`src/rtl/cis_defs.svh`:
```
/*
  Constants of the interrupt sequencer: register offsets, field positions,
  reset values and cycle counts.
  Assumes inclusion by bare name from the package and the design file.
*/
`ifndef CIS_DEFS_SVH
`define CIS_DEFS_SVH

`define CIS_ADDR_W        4
`define CIS_PC_W          13
`define CIS_SP_W          11
`define CIS_NFLAG         8
`define CIS_NLVL          4

`define CIS_OFF_STATUS    4'h0
`define CIS_OFF_CTRL      4'h1
`define CIS_OFF_FLAG      4'h2
`define CIS_OFF_ENA       4'h3
`define CIS_OFF_LVL_ENA   4'h4
`define CIS_OFF_SPL       4'h5
`define CIS_OFF_SPH       4'h6
`define CIS_OFF_LVL_STATE 4'h7

`define CIS_BIT_GIE       7
`define CIS_BIT_RELOC     0

`define CIS_STATUS_RST    8'h00
`define CIS_CTRL_RST      8'h00
`define CIS_SP_RST        11'h000
`define CIS_BOOT_START    13'h1C00
`define CIS_VEC_RESET     5'h00
`define CIS_VEC_FLAG0     5'h01
`define CIS_VEC_LVL0      5'h09
`define CIS_VEC_STEP      13'h0002

`define CIS_ENTRY_CYC     4
`define CIS_WAKE_CYC      4
`define CIS_RET_CYC       4
`define CIS_CNT_LAST      2'h3

`endif

```
`src/rtl/cis_pkg.sv`:
```
/*
  Types of the interrupt sequencer.
  Assumes cis_defs.svh on the include path.
*/
`include "cis_defs.svh"

package cis_pkg;

  typedef struct packed {
    logic insn_done;
    logic sei;
    logic cli;
    logic return_from_handler;
    logic sleeping;
  } cis_core_op_t;

  typedef struct packed {
    logic [`CIS_SP_W-1:0] addr;
    logic [7:0]           wdata;
    logic                 we;
    logic                 re;
  } cis_stack_bus_t;

  typedef struct packed {
    logic [`CIS_ADDR_W-1:0] addr;
    logic [7:0]             wdata;
    logic                   we;
    logic                   re;
  } cis_reg_req_t;

  typedef enum logic [1:0] {
    CIS_ST_RUN    = 2'b00,
    CIS_ST_WAKE   = 2'b01,
    CIS_ST_ENTER  = 2'b10,
    CIS_ST_RETURN = 2'b11
  } cis_state_t;

endpackage : cis_pkg

```
`src/rtl/cis_sequencer.sv`:
```
/*
  Interrupt sequencer of an 8-bit core: flags, enables, priority pick,
  program counter push and pop, vector generation, boot relocation.
  Assumes the core reports instruction boundaries and special opcodes on
  mclk, stalls while core_stall is high, and owns a byte-wide stack memory
  whose read data returns one cycle after stack_bus.re.
*/
// The address map and strobed register access are this design's own decisions.
`timescale 1ns/10ps
`include "cis_defs.svh"

module cis_sequencer (
  input  wire logic                    mclk,
  input  wire logic                    sys_rst,
  input  wire cis_pkg::cis_reg_req_t   reg_req,
  output logic [7:0]                   reg_rdata,
  input  wire cis_pkg::cis_core_op_t   core_op,
  input  wire logic [`CIS_PC_W-1:0]    core_pc,
  input  wire logic [`CIS_NFLAG-1:0]   flag_event,
  input  wire logic [`CIS_NLVL-1:0]    level_cond,
  input  wire logic                    external_request_zero,
  input  wire logic                    boot_reset_fuse,
  input  wire logic                    app_boot_lock_a,
  input  wire logic                    boot_lock_b,
  input  wire logic [7:0]              stack_rdata,
  output cis_pkg::cis_stack_bus_t      stack_bus,
  output logic                         core_stall,
  output logic                         core_wake,
  output logic                         pc_load,
  output logic [`CIS_PC_W-1:0]         pc_value,
  output logic [`CIS_PC_W-1:0]         reset_vector
);
  import cis_pkg::*;

  localparam int NSRC = `CIS_NFLAG + `CIS_NLVL;

  cis_state_t                 state_reg;
  logic [1:0]                 cnt_reg;
  logic [7:0]                 status_reg;
  logic [7:0]                 core_control_reg;
  logic [`CIS_NFLAG-1:0]      flag_reg;
  logic [`CIS_NFLAG-1:0]      ena_reg;
  logic [`CIS_NLVL-1:0]       lvl_ena_reg;
  logic [`CIS_SP_W-1:0]       sp_reg;
  logic [`CIS_PC_W-1:0]       ret_pc_reg;
  logic [4:0]                 vec_reg;
  logic                       hold_reg;
  logic [2:0]                 ext_sync_reg;
  logic [2:0]                 fuse_sync_reg;
  logic [2:0]                 lock_a_sync_reg;
  logic [2:0]                 lock_b_sync_reg;
  logic [`CIS_NLVL-1:0]       lvl_sync1_reg;
  logic [`CIS_NLVL-1:0]       lvl_sync2_reg;

  logic [`CIS_NFLAG-1:0]      flag_set;
  logic [NSRC-1:0]            pending;
  logic                       gie_now;
  logic                       suppress;
  logic                       boundary;
  logic                       accept;
  logic [4:0]                 win_vec;
  logic [NSRC-1:0]            win_onehot;
  logic [`CIS_PC_W-1:0]       table_base;
  logic                       in_boot;

  // Lowest index wins, which is the lowest vector address
  function automatic logic [NSRC-1:0] pick_lowest(input logic [NSRC-1:0] req);
    logic [NSRC-1:0] one;
    logic            found;
    one   = '0;
    found = 1'b0;
    for (int i = 0; i < NSRC; i++)
    begin
      if (req[i] && !found)
      begin
        one[i] = 1'b1;
        found  = 1'b1;
      end
    end
    return one;
  endfunction : pick_lowest

  function automatic logic [4:0] onehot_to_vec(input logic [NSRC-1:0] one);
    logic [4:0] v;
    v = `CIS_VEC_RESET;
    for (int i = 0; i < NSRC; i++)
    begin
      if (one[i])
        v = 5'(`CIS_VEC_FLAG0 + i);
    end
    return v;
  endfunction : onehot_to_vec

  // Pins and fuse lines cross into mclk through a three-flop chain first
  always_ff @(posedge mclk)
  begin
    if (sys_rst)
    begin
      ext_sync_reg    <= 3'h0;
      fuse_sync_reg   <= 3'h0;
      lock_a_sync_reg <= 3'h0;
      lock_b_sync_reg <= 3'h0;
    end
    else
    begin
      ext_sync_reg    <= {ext_sync_reg[1:0], external_request_zero};
      fuse_sync_reg   <= {fuse_sync_reg[1:0], boot_reset_fuse};
      lock_a_sync_reg <= {lock_a_sync_reg[1:0], app_boot_lock_a};
      lock_b_sync_reg <= {lock_b_sync_reg[1:0], boot_lock_b};
    end
  end

  // Level conditions arrive from outside logic too
  always_ff @(posedge mclk)
  begin
    if (sys_rst)
    begin
      lvl_sync1_reg <= '0;
      lvl_sync2_reg <= '0;
    end
    else
    begin
      lvl_sync1_reg <= level_cond;
      lvl_sync2_reg <= lvl_sync1_reg;
    end
  end

  always_comb
  begin
    flag_set    = flag_event;
    // Pin zero is edge-flagged on its synchronised rising edge
    flag_set[0] = flag_event[0] | (ext_sync_reg[1] & ~ext_sync_reg[2]);
  end

  // Reset vector follows the fuse, sampled after release
  always_ff @(posedge mclk)
  begin
    if (sys_rst)
      reset_vector <= '0;
    else if (fuse_sync_reg[2])
      reset_vector <= `CIS_BOOT_START;
    else
      reset_vector <= '0;
  end

  assign table_base = core_control_reg[`CIS_BIT_RELOC] ? `CIS_BOOT_START
                                                        : '0;
  assign in_boot    = core_pc >= `CIS_BOOT_START;

  // Handlers that live in the other section are kept from preempting locked code
  assign suppress = (lock_a_sync_reg[2] && !in_boot && core_control_reg[`CIS_BIT_RELOC]) ||
                    (lock_b_sync_reg[2] && in_boot && !core_control_reg[`CIS_BIT_RELOC]);

  assign pending = {lvl_sync2_reg & lvl_ena_reg, flag_reg & ena_reg};
  assign gie_now = status_reg[`CIS_BIT_GIE] & ~core_op.cli;
  assign boundary = core_op.insn_done | core_op.sleeping;
  // Sleep alone is no boundary until a program instruction has run after return
  assign accept  = (state_reg == CIS_ST_RUN) && boundary && (core_op.insn_done || !hold_reg) &&
                   !core_op.sei && gie_now && (|pending) && !suppress;
  assign win_onehot = pick_lowest(pending);
  assign win_vec    = onehot_to_vec(win_onehot);

  // Sequencing of entry and return
  always_ff @(posedge mclk)
  begin
    if (sys_rst)
    begin
      state_reg <= CIS_ST_RUN;
      cnt_reg   <= 2'h0;
      vec_reg   <= `CIS_VEC_RESET;
    end
    else
    begin
      case (state_reg)
        CIS_ST_RUN:
        begin
          cnt_reg <= 2'h0;
          if (accept)
          begin
            vec_reg   <= win_vec;
            state_reg <= core_op.sleeping ? CIS_ST_WAKE : CIS_ST_ENTER;
          end
          else if (core_op.return_from_handler && core_op.insn_done)
            state_reg <= CIS_ST_RETURN;
        end
        CIS_ST_WAKE:
        begin
          cnt_reg <= cnt_reg + 2'h1;
          if (cnt_reg == `CIS_CNT_LAST)
            state_reg <= CIS_ST_ENTER;
        end
        CIS_ST_ENTER, CIS_ST_RETURN:
        begin
          cnt_reg <= cnt_reg + 2'h1;
          if (cnt_reg == `CIS_CNT_LAST)
            state_reg <= CIS_ST_RUN;
        end
        default:
          state_reg <= CIS_ST_RUN;
      endcase
    end
  end

  // Cleared by the first completed program instruction after return
  always_ff @(posedge mclk)
  begin
    if (sys_rst)
      hold_reg <= 1'b0;
    else if ((state_reg == CIS_ST_RETURN) && (cnt_reg == `CIS_CNT_LAST))
      hold_reg <= 1'b1;
    else if (state_reg == CIS_ST_RUN && core_op.insn_done)
      hold_reg <= 1'b0;
  end

  // Status: only the enable bit is touched by hardware, nothing is stacked
  always_ff @(posedge mclk)
  begin
    if (sys_rst)
      status_reg <= `CIS_STATUS_RST;
    else if (accept)
      status_reg[`CIS_BIT_GIE] <= 1'b0;
    else if ((state_reg == CIS_ST_RETURN) && (cnt_reg == `CIS_CNT_LAST))
      status_reg[`CIS_BIT_GIE] <= 1'b1;
    else if (core_op.cli)
      status_reg[`CIS_BIT_GIE] <= 1'b0;
    else if (core_op.sei)
      status_reg[`CIS_BIT_GIE] <= 1'b1;
    else if (reg_req.we && reg_req.addr == `CIS_OFF_STATUS)
      status_reg <= reg_req.wdata;
  end

  always_ff @(posedge mclk)
  begin
    if (sys_rst)
    begin
      core_control_reg <= `CIS_CTRL_RST;
      ena_reg          <= '0;
      lvl_ena_reg      <= '0;
    end
    else if (reg_req.we)
    begin
      case (reg_req.addr)
        `CIS_OFF_CTRL:    core_control_reg <= reg_req.wdata;
        `CIS_OFF_ENA:     ena_reg          <= reg_req.wdata;
        `CIS_OFF_LVL_ENA: lvl_ena_reg      <= reg_req.wdata[`CIS_NLVL-1:0];
        default:          ;
      endcase
    end
  end

  // Flags: a new event beats any clear in the same cycle
  always_ff @(posedge mclk)
  begin
    if (sys_rst)
      flag_reg <= '0;
    else
    begin
      for (int i = 0; i < `CIS_NFLAG; i++)
      begin
        if (flag_set[i])
          flag_reg[i] <= 1'b1;
        else if (accept && win_onehot[i])
          flag_reg[i] <= 1'b0;
        else if (reg_req.we && reg_req.addr == `CIS_OFF_FLAG && reg_req.wdata[i])
          flag_reg[i] <= 1'b0;
      end
    end
  end

  // Stack pointer and captured return address
  always_ff @(posedge mclk)
  begin
    if (sys_rst)
    begin
      sp_reg     <= `CIS_SP_RST;
      ret_pc_reg <= '0;
    end
    else
    begin
      if (accept)
        ret_pc_reg <= core_pc;
      if ((state_reg == CIS_ST_RETURN) && (cnt_reg == 2'h1))
        ret_pc_reg[7:0] <= stack_rdata;
      if ((state_reg == CIS_ST_RETURN) && (cnt_reg == 2'h2))
        ret_pc_reg[`CIS_PC_W-1:8] <= stack_rdata[`CIS_PC_W-9:0];
      if ((state_reg == CIS_ST_ENTER) && (cnt_reg == 2'h2))
        sp_reg <= sp_reg - 11'h002;
      else if ((state_reg == CIS_ST_RETURN) && (cnt_reg == 2'h2))
        sp_reg <= sp_reg + 11'h002;
      else if (reg_req.we && reg_req.addr == `CIS_OFF_SPL)
        sp_reg[7:0] <= reg_req.wdata;
      else if (reg_req.we && reg_req.addr == `CIS_OFF_SPH)
        sp_reg[`CIS_SP_W-1:8] <= reg_req.wdata[`CIS_SP_W-9:0];
    end
  end

  // Stack port: low byte at sp, high byte at sp-1 on entry
  always_ff @(posedge mclk)
  begin
    if (sys_rst)
      stack_bus <= '0;
    else
    begin
      stack_bus.we <= 1'b0;
      stack_bus.re <= 1'b0;
      if (state_reg == CIS_ST_ENTER && cnt_reg == 2'h0)
      begin
        stack_bus.addr  <= sp_reg;
        stack_bus.wdata <= ret_pc_reg[7:0];
        stack_bus.we    <= 1'b1;
      end
      else if (state_reg == CIS_ST_ENTER && cnt_reg == 2'h1)
      begin
        stack_bus.addr  <= sp_reg - 11'h001;
        stack_bus.wdata <= 8'(ret_pc_reg[`CIS_PC_W-1:8]);
        stack_bus.we    <= 1'b1;
      end
      else if (state_reg == CIS_ST_RUN && core_op.return_from_handler && core_op.insn_done && !accept)
      begin
        stack_bus.addr <= sp_reg + 11'h002;
        stack_bus.re   <= 1'b1;
      end
      else if (state_reg == CIS_ST_RETURN && cnt_reg == 2'h0)
      begin
        stack_bus.addr <= sp_reg + 11'h001;
        stack_bus.re   <= 1'b1;
      end
    end
  end

  // Core control: stall through every sequence, load pc at its last cycle
  always_ff @(posedge mclk)
  begin
    if (sys_rst)
    begin
      core_stall <= 1'b0;
      core_wake  <= 1'b0;
      pc_load    <= 1'b0;
      pc_value   <= '0;
    end
    else
    begin
      core_stall <= accept || (state_reg != CIS_ST_RUN && cnt_reg != `CIS_CNT_LAST) ||
                    (state_reg == CIS_ST_WAKE) ||
                    (state_reg == CIS_ST_RUN && core_op.return_from_handler && core_op.insn_done);
      core_wake  <= accept && core_op.sleeping;
      pc_load    <= 1'b0;
      if (state_reg == CIS_ST_ENTER && cnt_reg == 2'h2)
      begin
        pc_load  <= 1'b1;
        pc_value <= table_base + (13'(vec_reg) * `CIS_VEC_STEP);
      end
      else if (state_reg == CIS_ST_RETURN && cnt_reg == 2'h2)
      begin
        pc_load  <= 1'b1;
        pc_value <= {stack_rdata[`CIS_PC_W-9:0], ret_pc_reg[7:0]};
      end
    end
  end

  // Register reads, unmapped offsets read zero
  always_ff @(posedge mclk)
  begin
    if (sys_rst)
      reg_rdata <= 8'h00;
    else if (reg_req.re)
    begin
      case (reg_req.addr)
        `CIS_OFF_STATUS:    reg_rdata <= status_reg;
        `CIS_OFF_CTRL:      reg_rdata <= core_control_reg;
        `CIS_OFF_FLAG:      reg_rdata <= flag_reg;
        `CIS_OFF_ENA:       reg_rdata <= ena_reg;
        `CIS_OFF_LVL_ENA:   reg_rdata <= 8'(lvl_ena_reg);
        `CIS_OFF_SPL:       reg_rdata <= sp_reg[7:0];
        `CIS_OFF_SPH:       reg_rdata <= 8'(sp_reg[`CIS_SP_W-1:8]);
        `CIS_OFF_LVL_STATE: reg_rdata <= 8'(lvl_sync2_reg);
        default:            reg_rdata <= 8'h00;
      endcase
    end
    else
      reg_rdata <= 8'h00;
  end

endmodule : cis_sequencer

```
`config.mk`:
```
export PLATFORM = sky130hd
export DESIGN_NAME = cis_sequencer
export DESIGN_NICKNAME = d
export VERILOG_FILES = /design/src/rtl/cis_pkg.sv /design/src/rtl/cis_sequencer.sv
export VERILOG_INCLUDE_DIRS = /design/src /design/src/rtl
export SDC_FILE = /design/constraint.sdc
export NUM_CORES = 1
export LEC_CHECK = 0
export BUFFER_PORTS_ARGS = -buffer_cell sky130_fd_sc_hd__buf_4
export CORE_MARGIN = 1.5
export CORE_UTILIZATION = 35
export DETAILED_ROUTE_END_ITERATION = 8
export GPL_TIMING_DRIVEN = 0
export PLACE_DENSITY_LB_ADDON = 0.05
export SLEW_MARGIN = 0
export SYNTH_ARGS = -nofsm -noshare
export SYNTH_HDL_FRONTEND = slang
export SYNTH_SLANG_ARGS = --single-unit
```
`constraint.sdc`:
```
create_clock -name mclk -period 2.92 [get_ports mclk]
set_clock_uncertainty 0.15 [all_clocks]
set_input_delay 0.146 -clock mclk [delete_from_list [all_inputs] [get_ports mclk]]
set_output_delay 0.146 -clock mclk [all_outputs]
set_load 0.01 [all_outputs]
```
==> results.yml <==
final_layout:
  antenna-diode-count: 0
  final_cell_count_no_fill: 1235
  layout.core_utilization: 0.490
  largest_register_ffs: 21
  multiInputGateArea_um2: 3580
  fill_cells: 1833
  drive_gt1_frac: 0.169
  finalNetCount: 1060
  regArea_um2: 2700
  area.growth.synth_to_final_pct: 35.5
synthesis:
  yosys_warnings: 0
  ys.flop_type: "sky130_fd_sc_hd__dfxtp_1"
  synth_seq_area_share: 0.412
  syn-mean-instance-area_um2: 8.14
  async_flop_share: 0
  post_synth_xor_area_fraction: 0.0134
  post-synth-top-count-cell: "sky130_fd_sc_hd__dfxtp_1"
  synth_compound_gate_area_share: 0.215
  synthSimpleGateAreaFrac: 0.240
  cell_area_after_synthesis_um2: 6560
  synth.cells.most_frequent: "sky130_fd_sc_hd__dfxtp_1 (135), sky130_fd_sc_hd__nand2_1 (101), sky130_fd_sc_hd__nor2_1 (99)"
  syn-instance-count: 805
  post-synth-top-area-cell: "sky130_fd_sc_hd__dfxtp_1"
  synth_edf_count: 0
  synth_top_cell_area_share: 0.412
  yosys-mux-area-fraction: 0.0481
  synthTopCellsByArea: "sky130_fd_sc_hd__dfxtp_1 (41%), sky130_fd_sc_hd__nand2_1 (5.8%), sky130_fd_sc_hd__nor2_1 (5.7%)"
  synth.ff_latch_count: 135
  synth_adder_area_share: 0.0172
  synth.lib_cells_used.distinct: 65
  main_combinational_cell_family_by_area_after_synthesis: "simple AND/OR/NAND/NOR gates"
place:
  placed_cell_count: 1146
  place_hpwl_um: 17500
  place_congestion: 0.909
  io_buffer_count: 103
  placement_setup_slack_ps: -363
worst_hold_path:
  timing.hold.worst.class: "input pin to flop"
timing:
  worst_slew_margin_rel: 0.188
  fin_tns_setup_ps: 0
  timing.final.crit_period_ps: 2730
  layout_worst_path_cycle_share: 0.936
  setup_viol_count_final: 0
  fmax_mhz: 366
  worst_slack_ps: 188
  worst_pin_slew_ps: 1210
  unrepaired_setup_endpoints_after_global_routing: "false"
  drv_slew: 0
  timing_hold_violations_final: 0
floorplan:
  placement_rows: 49
  start_util: 0.361
  ports_placed_on_the_boundary: 116
  die_area_um2: 19600
  fp.dieH_um: 140
  coreArea_um2: 18100
  die-width_um: 140
clocking:
  clock_insertion_delay_worst_skew_ps: 430
  cts_inserted_buffers: 17
  clock_tree.htree_level_count: 4
  cts_max_path_buffers: 2
  cts_tree: "yes"
  cts_root_buffer: "sky130_fd_sc_hd__clkbuf_16"
  clock_input_transition_at_the_sequential_cells_of_the_worst_setup_and_hold_paths_ps: 60
  clock-sinks: 135
grt:
  pin_count_of_the_biggest_net_entering_global_routing: 17
  gr-total-overflow: 0
  globalRouteTotalUtil: 0.242
  via_count_of_the_first_global_routing_pass: 6627
  wire_length_of_the_first_global_routing_pass_um: 36500
  initial_antenna_violation_count: 0
pwr:
  clock_power_share: 0.471
  power_switching_w: 0.00136
  swShare: 0.280
  power.sequential.fraction: 0.403
  power_w: 0.00485
  internal_power_w: 0.00349
  cellPowerDensity_nw_per_um2: 546
  power_leakage_nw: 3.36
  worst_ir_drop_vdd_uv: 417
  pwr-share-comb: 0.126
detailed_routing:
  drt-initial-drc-count: 459
  route.vias.total: 6828
  drcViolationCount: 7
  drtPass1Iterations: 7
  antenna_left: 0
  final_wirelength_um: 23500
  routedWlPerCell_um: 19.0
  post_drt_via_cell_ratio: 5.53
worst_setup_path:
  cp_top_family: "simple AND/OR/NAND/NOR gates"
  critPathMaxFanout: 10
  cpMostUsedCell: "sky130_fd_sc_hd__nor3b_4"
  critical_path.cell_chain: "clkbuf_2 > inv_1 > ha_1 > nor3b_4 > nor3b_4 > and2_1 > a21oi_1 > o21bai_1 > nand4_1 > a311oi_1"
  slowest_delay_ps: 340
  cp.buffers_inverters: 2
  timing.critical_path.to_type: "flop"
  worstSetupStartpointType: "flop"
  worst-endpoint-arrival_ps: 2920
  timing.critical_path.slowest_stage_cell: "sky130_fd_sc_hd__nor3b_4"
  cp_data_required_time_ps: 3110
  timing.setup.critical_path_class: "flop to flop"
status:
  violations: "design-rule violations"
  run_status: "complete, but fails checks"
flow_run:
  timing.max_cap.violations: 0
-- stage by stage --
step	cell area, um2	hold WS, ps
6_report	8890	24.7
4_1_cts	8850	20.6
3_3_place_gp	7650	205
2_1_floorplan	6590	114
3_5_place_dp	7650	211
5_1_grt	8890	55.2
-- cells in the final DEF, fill, tap and decap left out, types with 12 or more instances in the layout --
cell and n:
sky130_fd_sc_hd__a211oi_1 25, sky130_fd_sc_hd__a21oi_1 58, sky130_fd_sc_hd__a22oi_1 27, sky130_fd_sc_hd__a311oi_1 12
sky130_fd_sc_hd__a31oi_1 14, sky130_fd_sc_hd__and3_1 13, sky130_fd_sc_hd__buf_4 117, sky130_fd_sc_hd__clkbuf_1 49
sky130_fd_sc_hd__clkbuf_16 17, sky130_fd_sc_hd__dfxtp_1 135, sky130_fd_sc_hd__dlygate4sd3_1 55, sky130_fd_sc_hd__mux2i_1 27
sky130_fd_sc_hd__nand2_1 100, sky130_fd_sc_hd__nand3_1 49, sky130_fd_sc_hd__nor2_1 98, sky130_fd_sc_hd__nor2b_1 23
sky130_fd_sc_hd__o21ai_0 21
-- cell type report --
class | count | share of cell area
Clock buffer | 17 | 0.0479
Buffer | 71 | 0.0359
Multi-Input combinational cell | 598 | 0.402
Timing Repair Buffer | 160 | 0.151
Sequential cell | 135 | 0.304
Clock inverter | 15 | 0.0225
Inverter | 10 | 0.00422
Tap cell | 229 | 0.0322
-- power by group through the flow --
stage | clock, W | sequential [W] | combinational, W
floorplan | 0 | 0.00200 | 0.000290
global placement | 0 | 0.00199 | 0.000538
detailed placement | 0 | 0.00200 | 0.000540
CTS | 0.00232 | 0.00195 | 0.000603
global route | 0.00241 | 0.00196 | 0.000666
finish | 0.00228 | 0.00195 | 0.000613
-- final timing paths --
check	from	to	slack, ps	cells after the start
worst min-delay path	core_op[3]	status_reg[7]	20	4
worst min register to register	fuse_sync_reg[0]	fuse_sync_reg[1]	290	1
worst max register to register	sp_reg[2]	stack_bus[19]	190	10
worst max-delay path	sp_reg[2]	stack_bus[19]	190	10
-- cell families (layout without fill, tap and decap cells) --
group                      after synthesis  in the layout
AOI/OAI and AO/OA                      203            203
buffers and inverters                   81            273
and+or+nand+nor                        336            336
xor gates and xnor gates                10             10
muxes                                   30             30
DFF                                    135            135
other                                    1             10
adders and majority gates                9              9
-- what timing repair did --
action	in CTS	in global routing
endpoints found under the setup margin	13	13
hold buffers	55	0
endpoints found under the hold margin	73	0
pin swaps	1	0
setup buffers	2	0
resized for setup	3	9
-- worst register-to-register path: stages (launching register included) --
cell	delay [ps]
sky130_fd_sc_hd__dfxtp_1	320
sky130_fd_sc_hd__clkbuf_2	230
sky130_fd_sc_hd__inv_1	180
sky130_fd_sc_hd__ha_1	250
sky130_fd_sc_hd__nor3b_4	340
sky130_fd_sc_hd__nor3b_4	320
sky130_fd_sc_hd__and2_1	220
sky130_fd_sc_hd__a21oi_1	90
sky130_fd_sc_hd__o21bai_1	160
sky130_fd_sc_hd__nand4_1	120
sky130_fd_sc_hd__a311oi_1	280
-- layer usage --
| layer | vias to the layer above | wire length, um | global-route usage |
|---|---|---|---|
| li1 | 3281 | - | - |
| met1 | 3262 | 10300 | 0.311 |
| met2 | 242 | 11200 | 0.400 |
| met3 | 43 | 1290 | 0.0468 |
| met4 | 0 | 712 | 0.101 |
| met5 | - | 0 | 0 |
No activity file was read; power rests on OpenSTA's default activity.
